$ cat src/core/dma_status_pkg.sv
// Purpose: Shared constants and types for the USB device DMA channel status block.
// Assumes: Avalon-MM register slave with 32-bit data and byte addresses.
// Notes:   Register offsets are chosen locally; status bit positions follow the channel layout.
package dma_status_pkg;

  localparam logic [7:0] OFS_CONTROL   = 8'h00;
  localparam logic [7:0] OFS_STATUS    = 8'h04;
  localparam logic [7:0] OFS_COUNT     = 8'h08;
  localparam logic [7:0] OFS_IRQ_STAT  = 8'h0c;
  localparam logic [7:0] OFS_IRQ_MASK  = 8'h10;

  localparam int BIT_ENABLE    = 0;
  localparam int BIT_LOAD_NEXT = 1;

  localparam int BIT_CHAN_ENB  = 0;
  localparam int BIT_CHAN_ACT  = 1;
  localparam int BIT_TR_END    = 4;
  localparam int BIT_BF_END    = 5;

  localparam int BIT_IRQ_BF    = 0;
  localparam int BIT_IRQ_TR    = 1;
  localparam int BIT_IRQ_DSC   = 2;

  localparam int          COUNT_W       = 16;
  localparam logic [31:0] RESET_CONTROL = 32'h0000_0000;
  localparam logic [2:0]  RESET_MASK    = 3'h0;
  localparam logic [31:0] UNMAPPED_DATA = 32'h0000_0000;

  typedef struct packed {
    logic        enable;
    logic        load_next;
    logic [15:0] count;
  } descriptor_t;

  typedef enum logic [1:0] {
    ST_IDLE  = 2'b00,
    ST_XFER  = 2'b01,
    ST_DRAIN = 2'b11,
    ST_LOAD  = 2'b10
  } chan_state_t;

endpackage : dma_status_pkg

$ cat src/core/byte_downcounter.sv
// Purpose: Buffer byte down-counter with load and zero-reach pulse.
// Assumes: Decrement is one byte per serviced beat.
// Notes:   Zero pulse fires once on the step that reaches zero.
`timescale 1ns/1ps
module byte_downcounter #(
  parameter int WIDTH = 16
) (
  input  wire logic             core_clk,
  input  wire logic             reset_n,
  input  wire logic             load,
  input  wire logic [WIDTH-1:0] load_value,
  input  wire logic             step,
  output logic      [WIDTH-1:0] count,
  output logic                  reached_zero
);

  always_ff @(posedge core_clk) begin
    if (!reset_n) begin
      count        <= '0;
      reached_zero <= 1'b0;
    end else if (load) begin
      count        <= load_value;
      reached_zero <= 1'b0;
    end else if (step && count != '0) begin
      count        <= count - WIDTH'(1);
      reached_zero <= (count == WIDTH'(1));
    end else begin
      reached_zero <= 1'b0;
    end
  end

endmodule : byte_downcounter

$ cat src/core/dma_channel_status.sv
// Purpose: Status tracking and control for one USB device DMA channel.
// Assumes: Endpoint, FIFO and descriptor signals are on core_clk; no synchronisers needed.
// Notes:   Registers reached over Avalon-MM; read answered one cycle after request.
//
// The register addresses and the Avalon-MM slave port were chosen for this implementation.
`timescale 1ns/1ps
module dma_channel_status
  import dma_status_pkg::*;
#(
  parameter int CNT_W = COUNT_W
) (
  input  wire logic         core_clk,
  input  wire logic         reset_n,
  // Avalon-MM slave
  input  wire logic [7:0]   avs_address,
  input  wire logic         avs_read,
  input  wire logic         avs_write,
  input  wire logic [31:0]  avs_writedata,
  input  wire logic [3:0]   avs_byteenable,
  output logic      [31:0]  avs_readdata,
  output logic              avs_waitrequest,
  // Endpoint side
  input  wire logic         ep_request,
  input  wire logic         ep_priority_win,
  input  wire logic         ep_packet_done,
  input  wire logic         ep_transfer_end,
  input  wire logic         fifo_empty,
  // Descriptor load; beat and interrupt outputs
  input  wire logic         dsc_valid,
  input  wire descriptor_t  dsc_data,
  output logic              dsc_fetch,
  output logic              xfer_beat,
  output logic              irq
);

  chan_state_t      state;
  logic             ctrl_enable;
  logic             ctrl_load_next;
  logic             chan_enb;
  logic             chan_act;
  logic             bf_cut;
  logic [CNT_W-1:0] count;
  logic             count_zero;
  logic             bf_end_flag;
  logic             tr_end_flag;
  logic [2:0]       irq_stat;
  logic [2:0]       irq_mask;
  logic             next_beat;
  logic             wr_ctrl;
  logic             rd_status;
  logic             wr_irq_stat;
  logic             end_by_usb;
  logic             xfer_end;
  logic             dsc_taken;
  logic [2:0]       irq_event;
  logic             ctrl_low_we;

  // Single-cycle wait: each request is answered at the edge after it rises
  assign wr_ctrl     = avs_write && !avs_waitrequest && avs_address == OFS_CONTROL;
  assign ctrl_low_we = avs_byteenable[0];
  assign rd_status   = avs_read && !avs_waitrequest && avs_address == OFS_STATUS;
  assign wr_irq_stat = avs_write && !avs_waitrequest && avs_address == OFS_IRQ_STAT
                       && avs_byteenable[0];
  assign end_by_usb  = ep_transfer_end && ep_packet_done && state == ST_XFER;
  assign xfer_end    = end_by_usb || (count_zero && state == ST_XFER);
  assign dsc_taken   = dsc_valid && state == ST_LOAD;
  assign next_beat   = state == ST_XFER && chan_enb && ep_request && count != '0;

  // Waitrequest is high in the idle cycle so every access takes exactly one wait state
  always_ff @(posedge core_clk) begin
    if (!reset_n) begin
      avs_waitrequest <= 1'b1;
    end else if ((avs_read || avs_write) && avs_waitrequest) begin
      avs_waitrequest <= 1'b0;
    end else begin
      avs_waitrequest <= 1'b1;
    end
  end

  always_ff @(posedge core_clk) begin
    if (!reset_n) begin
      avs_readdata <= UNMAPPED_DATA;
    end else if (avs_read && avs_waitrequest) begin
      unique case (avs_address)
        OFS_CONTROL: begin
          avs_readdata <= {30'h0, ctrl_load_next, ctrl_enable};
        end
        OFS_STATUS: begin
          avs_readdata <= {26'h0, bf_end_flag, tr_end_flag, 2'b00, chan_act, chan_enb};
        end
        OFS_COUNT: begin
          avs_readdata <= 32'(count);
        end
        OFS_IRQ_STAT: begin
          avs_readdata <= {29'h0, irq_stat};
        end
        OFS_IRQ_MASK: begin
          avs_readdata <= {29'h0, irq_mask};
        end
        default: begin
          avs_readdata <= UNMAPPED_DATA;
        end
      endcase
    end
  end

  // Control bits: software writes or descriptor load, descriptor wins on a collision
  always_ff @(posedge core_clk) begin
    if (!reset_n) begin
      ctrl_enable    <= RESET_CONTROL[BIT_ENABLE];
      ctrl_load_next <= RESET_CONTROL[BIT_LOAD_NEXT];
    end else if (dsc_taken) begin
      ctrl_enable    <= dsc_data.enable;
      ctrl_load_next <= dsc_data.load_next;
    end else if (wr_ctrl && ctrl_low_we) begin
      ctrl_enable    <= avs_writedata[BIT_ENABLE];
      ctrl_load_next <= avs_writedata[BIT_LOAD_NEXT];
    end else if (xfer_end) begin
      ctrl_enable    <= 1'b0;
    end
  end

  // Channel sequencing
  always_ff @(posedge core_clk) begin
    if (!reset_n) begin
      state <= ST_IDLE;
    end else begin
      unique case (state)
        ST_IDLE: begin
          if (ctrl_enable) begin
            state <= ST_XFER;
          end else if (ctrl_load_next) begin
            state <= ST_LOAD;
          end
        end
        ST_XFER: begin
          if (xfer_end) begin
            state <= ctrl_load_next ? ST_LOAD : ST_IDLE;
          end else if (!ctrl_enable) begin
            state <= ST_DRAIN;
          end
        end
        ST_DRAIN: begin
          if (fifo_empty) begin
            state <= ctrl_load_next ? ST_LOAD : ST_IDLE;
          end
        end
        ST_LOAD: begin
          if (dsc_valid) begin
            state <= dsc_data.enable ? ST_XFER : ST_IDLE;
          end
        end
      endcase
    end
  end

  // Enable status mirrors the running state; it drops at once on a transfer end, but after drain on a disable
  always_ff @(posedge core_clk) begin
    if (!reset_n) begin
      chan_enb <= 1'b0;
    end else if (state == ST_XFER && xfer_end) begin
      chan_enb <= 1'b0;
    end else if (state == ST_DRAIN) begin
      chan_enb <= !fifo_empty;
    end else if (dsc_taken) begin
      chan_enb <= dsc_data.enable;
    end else if (state == ST_IDLE) begin
      chan_enb <= ctrl_enable;
    end
  end

  // A buffer-end cut keeps the channel active across the next descriptor load
  always_ff @(posedge core_clk) begin
    if (!reset_n) begin
      bf_cut <= 1'b0;
    end else if (state == ST_XFER && count_zero && !ep_packet_done) begin
      bf_cut <= 1'b1;
    end else if (ep_packet_done || (state == ST_IDLE && !ctrl_load_next)) begin
      bf_cut <= 1'b0;
    end
  end

  always_ff @(posedge core_clk) begin
    if (!reset_n) begin
      chan_act <= 1'b0;
    end else if (ep_packet_done) begin
      chan_act <= 1'b0;
    end else if (bf_cut && (state == ST_LOAD || state == ST_XFER)) begin
      chan_act <= 1'b1;
    end else begin
      chan_act <= state == ST_XFER && chan_enb && ep_request && ep_priority_win;
    end
  end

  always_ff @(posedge core_clk) begin
    if (!reset_n) begin
      xfer_beat <= 1'b0;
      dsc_fetch <= 1'b0;
    end else begin
      xfer_beat <= next_beat;
      dsc_fetch <= state == ST_LOAD && !dsc_valid;
    end
  end

  byte_downcounter #(
    .WIDTH (CNT_W)
  ) u_count (
    .core_clk     (core_clk),
    .reset_n      (reset_n),
    .load         (dsc_taken),
    .load_value   (CNT_W'(dsc_data.count)),
    .step         (next_beat),
    .count        (count),
    .reached_zero (count_zero)
  );

  // Flags persist until read; status writes are ignored entirely
  sticky_flag u_bf_end (
    .core_clk (core_clk),
    .reset_n  (reset_n),
    .set      (count_zero),
    .clear    (rd_status),
    .flag     (bf_end_flag)
  );

  sticky_flag u_tr_end (
    .core_clk (core_clk),
    .reset_n  (reset_n),
    .set      (end_by_usb),
    .clear    (rd_status),
    .flag     (tr_end_flag)
  );

  assign irq_event = {dsc_taken, end_by_usb, count_zero};

  genvar gi;
  generate
    for (gi = 0; gi < 3; gi++) begin : g_irq
      sticky_flag u_irq (
        .core_clk (core_clk),
        .reset_n  (reset_n),
        .set      (irq_event[gi]),
        .clear    (wr_irq_stat && avs_writedata[gi]),
        .flag     (irq_stat[gi])
      );
    end
  endgenerate

  always_ff @(posedge core_clk) begin
    if (!reset_n) begin
      irq_mask <= RESET_MASK;
    end else if (avs_write && !avs_waitrequest && avs_address == OFS_IRQ_MASK
                 && avs_byteenable[0]) begin
      irq_mask <= avs_writedata[2:0];
    end
  end

  always_ff @(posedge core_clk) begin
    if (!reset_n) begin
      irq <= 1'b0;
    end else begin
      irq <= |(irq_stat & irq_mask);
    end
  end

endmodule : dma_channel_status

$ cat src/core/sticky_flag.sv
// Purpose: One sticky event flag with clear request; set wins over clear.
// Assumes: Set and clear come from core_clk logic.
// Notes:   Used for end flags and interrupt status bits.
`timescale 1ns/1ps
module sticky_flag (
  input  wire logic core_clk,
  input  wire logic reset_n,
  input  wire logic set,
  input  wire logic clear,
  output logic      flag
);

  always_ff @(posedge core_clk) begin
    if (!reset_n) begin
      flag <= 1'b0;
    end else if (set) begin
      flag <= 1'b1;
    end else if (clear) begin
      flag <= 1'b0;
    end
  end

endmodule : sticky_flag

$ cat config.mk
export PLATFORM = sky130hd
export DESIGN_NAME = dma_channel_status
export DESIGN_NICKNAME = d
export VERILOG_FILES = /design/src/core/dma_status_pkg.sv /design/src/core/byte_downcounter.sv /design/src/core/dma_channel_status.sv /design/src/core/sticky_flag.sv
export SDC_FILE = /design/constraint.sdc
export NUM_CORES = 1
export LEC_CHECK = 0
export ABC_AREA = 1
export ABC_CLOCK_PERIOD_IN_PS = 2400
export BUFFER_PORTS_ARGS = -buffer_cell sky130_fd_sc_hd__clkbuf_2
export CAP_MARGIN = 15
export CORE_MARGIN = 2
export CORE_UTILIZATION = 54
export CTS_CLUSTER_SIZE = 16
export DETAILED_ROUTE_END_ITERATION = 10
export GPL_TIMING_DRIVEN = 1
export PLACE_DENSITY_LB_ADDON = 0.08
export SYNTH_ARGS = -nofsm -noshare
export SYNTH_HDL_FRONTEND = slang
export SYNTH_SLANG_ARGS = --single-unit
$ cat constraint.sdc
create_clock -name core_clk -period 2.4 [get_ports core_clk]
set_input_delay 0.12 -clock core_clk [delete_from_list [all_inputs] [get_ports core_clk]]
set_output_delay 0.12 -clock core_clk [all_outputs]
set_load 0.1 [all_outputs]
==> summary.md <==
| Metric | Value |
|---|---|
| Nets | between 600 and 700 |
| DRT Pass-1 Iters | 5 |
| Synth async-reset ratio | 0% |
| I/O Buffers | 59 |
| Core ar. | ~5500 um^2 |
| Post-cts sizing count | 0 |
| Status | finished, final reports clean |
| Cell area after synthesis | 3100 um^2 |
| Yosys top cell by area | dfxtp_1 |
| Final setup violating endpoints | 0 |
| Period utilization | about three quarters |
| Synth Area in Simple Gates | 36.9% |
| Die outline height | 79.8 um |
| Post-CTS Setup Repair Bufs | 0 |
| Fin Hold WS | roughly 33 ps |
| Via-to-Cell Ratio | 5.16 |
| R2R setup slack | a little under 600 ps |
| CP max-delay cell | dfxtp_1 |
| Critical path origin | u_count.count[0] |
| Area contributors post-synth | dfxtp_1 34%, nand2_1 13%, nand3_1 8.4%, nor2_1 7.9%, inv_1 6.2% |
| Hold-fix buffers at CTS | 0 |
| Number of synthesized flops with an enable pin | 0 |
| Synth Register Bits | 52 |
| DRC | 0 |
| Total wire length | roughly 7.3 mm |
| Vias in the first global route | about 2700 |
| Gate power share | approximately half |
| Overflow after GRT | 0 |
| End of the critical path | u_count.count[8] |
| Rows | 27 |
| Clk_skew | 7.88 ps |
| Antenna cells | 0 |
| Levels on crit path | 10 |
| Sw Share | between 40% and 50% |
| NetSw | 1.66 mW |
| CTS root buf | clkbuf_8 |
| M1 WL | approximately 3.6 mm |
| FF-to-FF Start | u_count.count[0] |
| Crit-path leading delay family | simple AND/OR/NAND/NOR gates |
| Max stage delay on crit path | about 440 ps |
| Vias post-DR | around 3100 |
| Largest family of logic cells by synthesized area | simple AND/OR/NAND/NOR gates |
| WL met2 | ~3.1 mm |
| Worst-margin pin slew | approximately 740 ps |
| PD cells | 1020 nW/um^2 |
| Setup crit start kind | flip-flop |
| Required @ worst endpoint | 2610 ps |
| H-Tree Depth | 2 |
| First-pass GRT wire length | ~12 mm |
| Syn Area/Cell | ~6.4 um^2 |
| Area added between synthesis and finish | 12.3% |
| # IOs | around 110 |
| Num CTS Buffers | 5 |
| Synth Area in Compound Gates | between 10% and 20% |
| Critical Path End Type | flip-flop |
| CP bufs+invs | 2 |
| Ratio of cells with drive above 1 in the final layout | 17.2% |
| Met3 wire length | 495 um |
| Worst Reg-to-Reg Cells | 10 |
| WL per Instance | 12.1 um |
| Fmax | around 550 MHz |
| Yosys warning count | 0 |
| DP Wirelength | between 5 and 6 mm |
| Initial cell density of the core | between 50% and 60% |
| Final Hold Fails | 0 |
| Xor and xnor area share after synthesis | less than 1% |
| TNS Setup | 0 ps |
| WS Path Type | reg2reg |
| Clock Sinks | 52 |
| Worst Hold Class | in2reg |
| DIE AREA | between 6000 and 7000 um^2 |
| Worst slew margin | about half |
| Top FF cell, synth | dfxtp_1 |
| Iter 0 DRT Violations | approximately 220 |
| Reg2Reg Capture Point | u_count.count[8] |
| Largest net degree at the start of global routing | 37 |
| Util after Layout | 62.8% |
| Synth Area in Adders | under 10% |
| Clk network pwr share | between 10% and 20% |
| Int Pwr | ~1.9 mW |
| Fin. max-slew vios | 0 |
| Synth cell types | 33 |
| Die Width | 79.8 um |
| CTS clk-pin slew, worst paths | about 100 ps |
| CTS tree | done |
| Initial antenna violation count | 0 |
| Final Critical Period | around 1800 ps |
| Highest routed layer | met4 |
| CP cell instances | inv_1, ha_1, nand2_2, nor2_4, nand2_2, nand2_4, nand2_4, inv_2, a21oi_1, nor2_1 |
| Routed Antenna Nets | 0 |
| Mux contribution to synthesized area | 0.323% |
| Sequential area share after synthesis | between 30% and 40% |
| Total GRT Usage | approximately a quarter |
| Sequential fraction of design power | approximately 32% |
| Worst vdd ir | ~0.52 mV |
| Static leakage | between 1.5 and 2 nW |
| MaxCap Viol Count | 0 |
| Max Fanout on Critical Path | 17 |
| Clk buf depth | 2 |
| CP arrival | roughly 2000 ps |
| RSZ-0062 raised after global routing | no |
| Post-Synthesis Cells | between 400 and 500 |
| RD Place Congestion | 0.927 |
| Clk_lat worst skew | between 300 and 400 ps |
| Share of the synthesized area in the top cell type | 33.6% |
[worst min path at each step]
stage / start / to / slack (ps) / cells after the start
floorplan: avs_write / avs_waitrequest / 240 / 1
detailed placement: ep_priority_win / chan_act / 360 / 3
global placement: avs_write / avs_waitrequest / 340 / 2
CTS: ep_priority_win / chan_act / 30 / 3
finish: ep_priority_win / chan_act / 30 / 3
global route: avs_write / avs_waitrequest / 40 / 2
[sequential cells by signal (all words and copies together), names as in the netlist]
register              flops
avs_readdata             16
u_count.count            16
g_irq.u_irq.flag          3
irq_mask                  3
state                     2
avs_waitrequest           1
bf_cut                    1
chan_act                  1
chan_enb                  1
ctrl_enable               1
ctrl_load_next            1
dsc_fetch                 1
irq                       1
u_bf_end.flag             1
u_count.reached_zero      1
u_tr_end.flag             1
xfer_beat                 1
[stage by stage]
stage	cells	setup slack, ps	instance area (um^2)	power [mW]
detailed placement	598	617	3360	2.91
CTS	606	603	3480	3.55
global route	606	475	3480	3.88
finish	606	595	3480	3.54
global placement	598	642	3360	2.88
floorplan	497	433	3160	2.61
[cells in the mapped netlist (3+ instances only)]
library cell and count:
o21ai_0 31, nor2_1 65, buf_4 17, ha_1 6, dfxtp_1 52, a21oi_1 30
nand3_2 4, nor2_2 3, clkbuf_1 7, nand2_1 108, o21ai_1 7, nor3_1 3
or2_2 4, nand3_1 52, buf_2 7, o211ai_1 4, inv_1 51, nand4_1 9
[worst register-to-register path: stages, from the launching register on]
cell	delay [ps]
dfxtp_1	440
inv_1	90
ha_1	240
nand2_2	130
nor2_4	60
nand2_2	90
nand2_4	110
nand2_4	230
inv_2	130
a21oi_1	140
nor2_1	50
[logic make-up (layout without fill, tap and decap cells)]
group | Yosys count | after routing
and+or+nand+nor | 257 | 257
adders and majority gates | 6 | 6
other | 1 | 16
muxes | 1 | 1
DFF | 52 | 52
AOI/OAI and AO/OA | 76 | 76
xor gates and xnor gates | 1 | 1
buffers and inverters | 88 | 125
[layer usage]
metal | vias up | GRT usage, %
met3 | 6 | 5.20
met5 | - | 0
met4 | 0 | 5.08
met2 | 109 | 38.4
li1 | 1632 | -
met1 | 1378 | 33.8
[final cells by class]
type,count,area [um^2]
multi-input combinational,357,1700
sequential,52,1040
timing repair buffer,64,333
clock inverter,2,38.8
inverter,53,199
fill,583,2060
tap,72,90.1
clock buffer,6,82.6
[power groups by stage]
stage                     Combinational [mW]  Clock (mW)  Sequential [mW]
final                                   1.77       0.639             1.14
after global routing                    2.03       0.696             1.15
after CTS                               1.77       0.651             1.13
after detailed placement                1.76           0             1.15
after global placement                  1.73           0             1.15
after floorplan                         1.36           0             1.24
[cell usage in the layout, fill, tap and decap left out, drive strengths merged]
master	Yosys	layout
nand2	112	112
nor2	70	70
clkbuf	7	65
nand3	56	56
inv	53	53
dfxtp	52	52
o21ai	38	38
a21oi	30	30
conb	1	16
nand4	9	9
ha	6	6
buf	28	5
o211ai	4	4
or2	4	4
nor3	4	4
o22ai	2	2
and3	1	1
a31oi	1	1
xnor2	1	1
mux2i	1	1
nor4	1	1
o221ai	1	1
bufinv	0	1
clkinv	0	1
No activity file was read; power rests on OpenSTA's default activity.
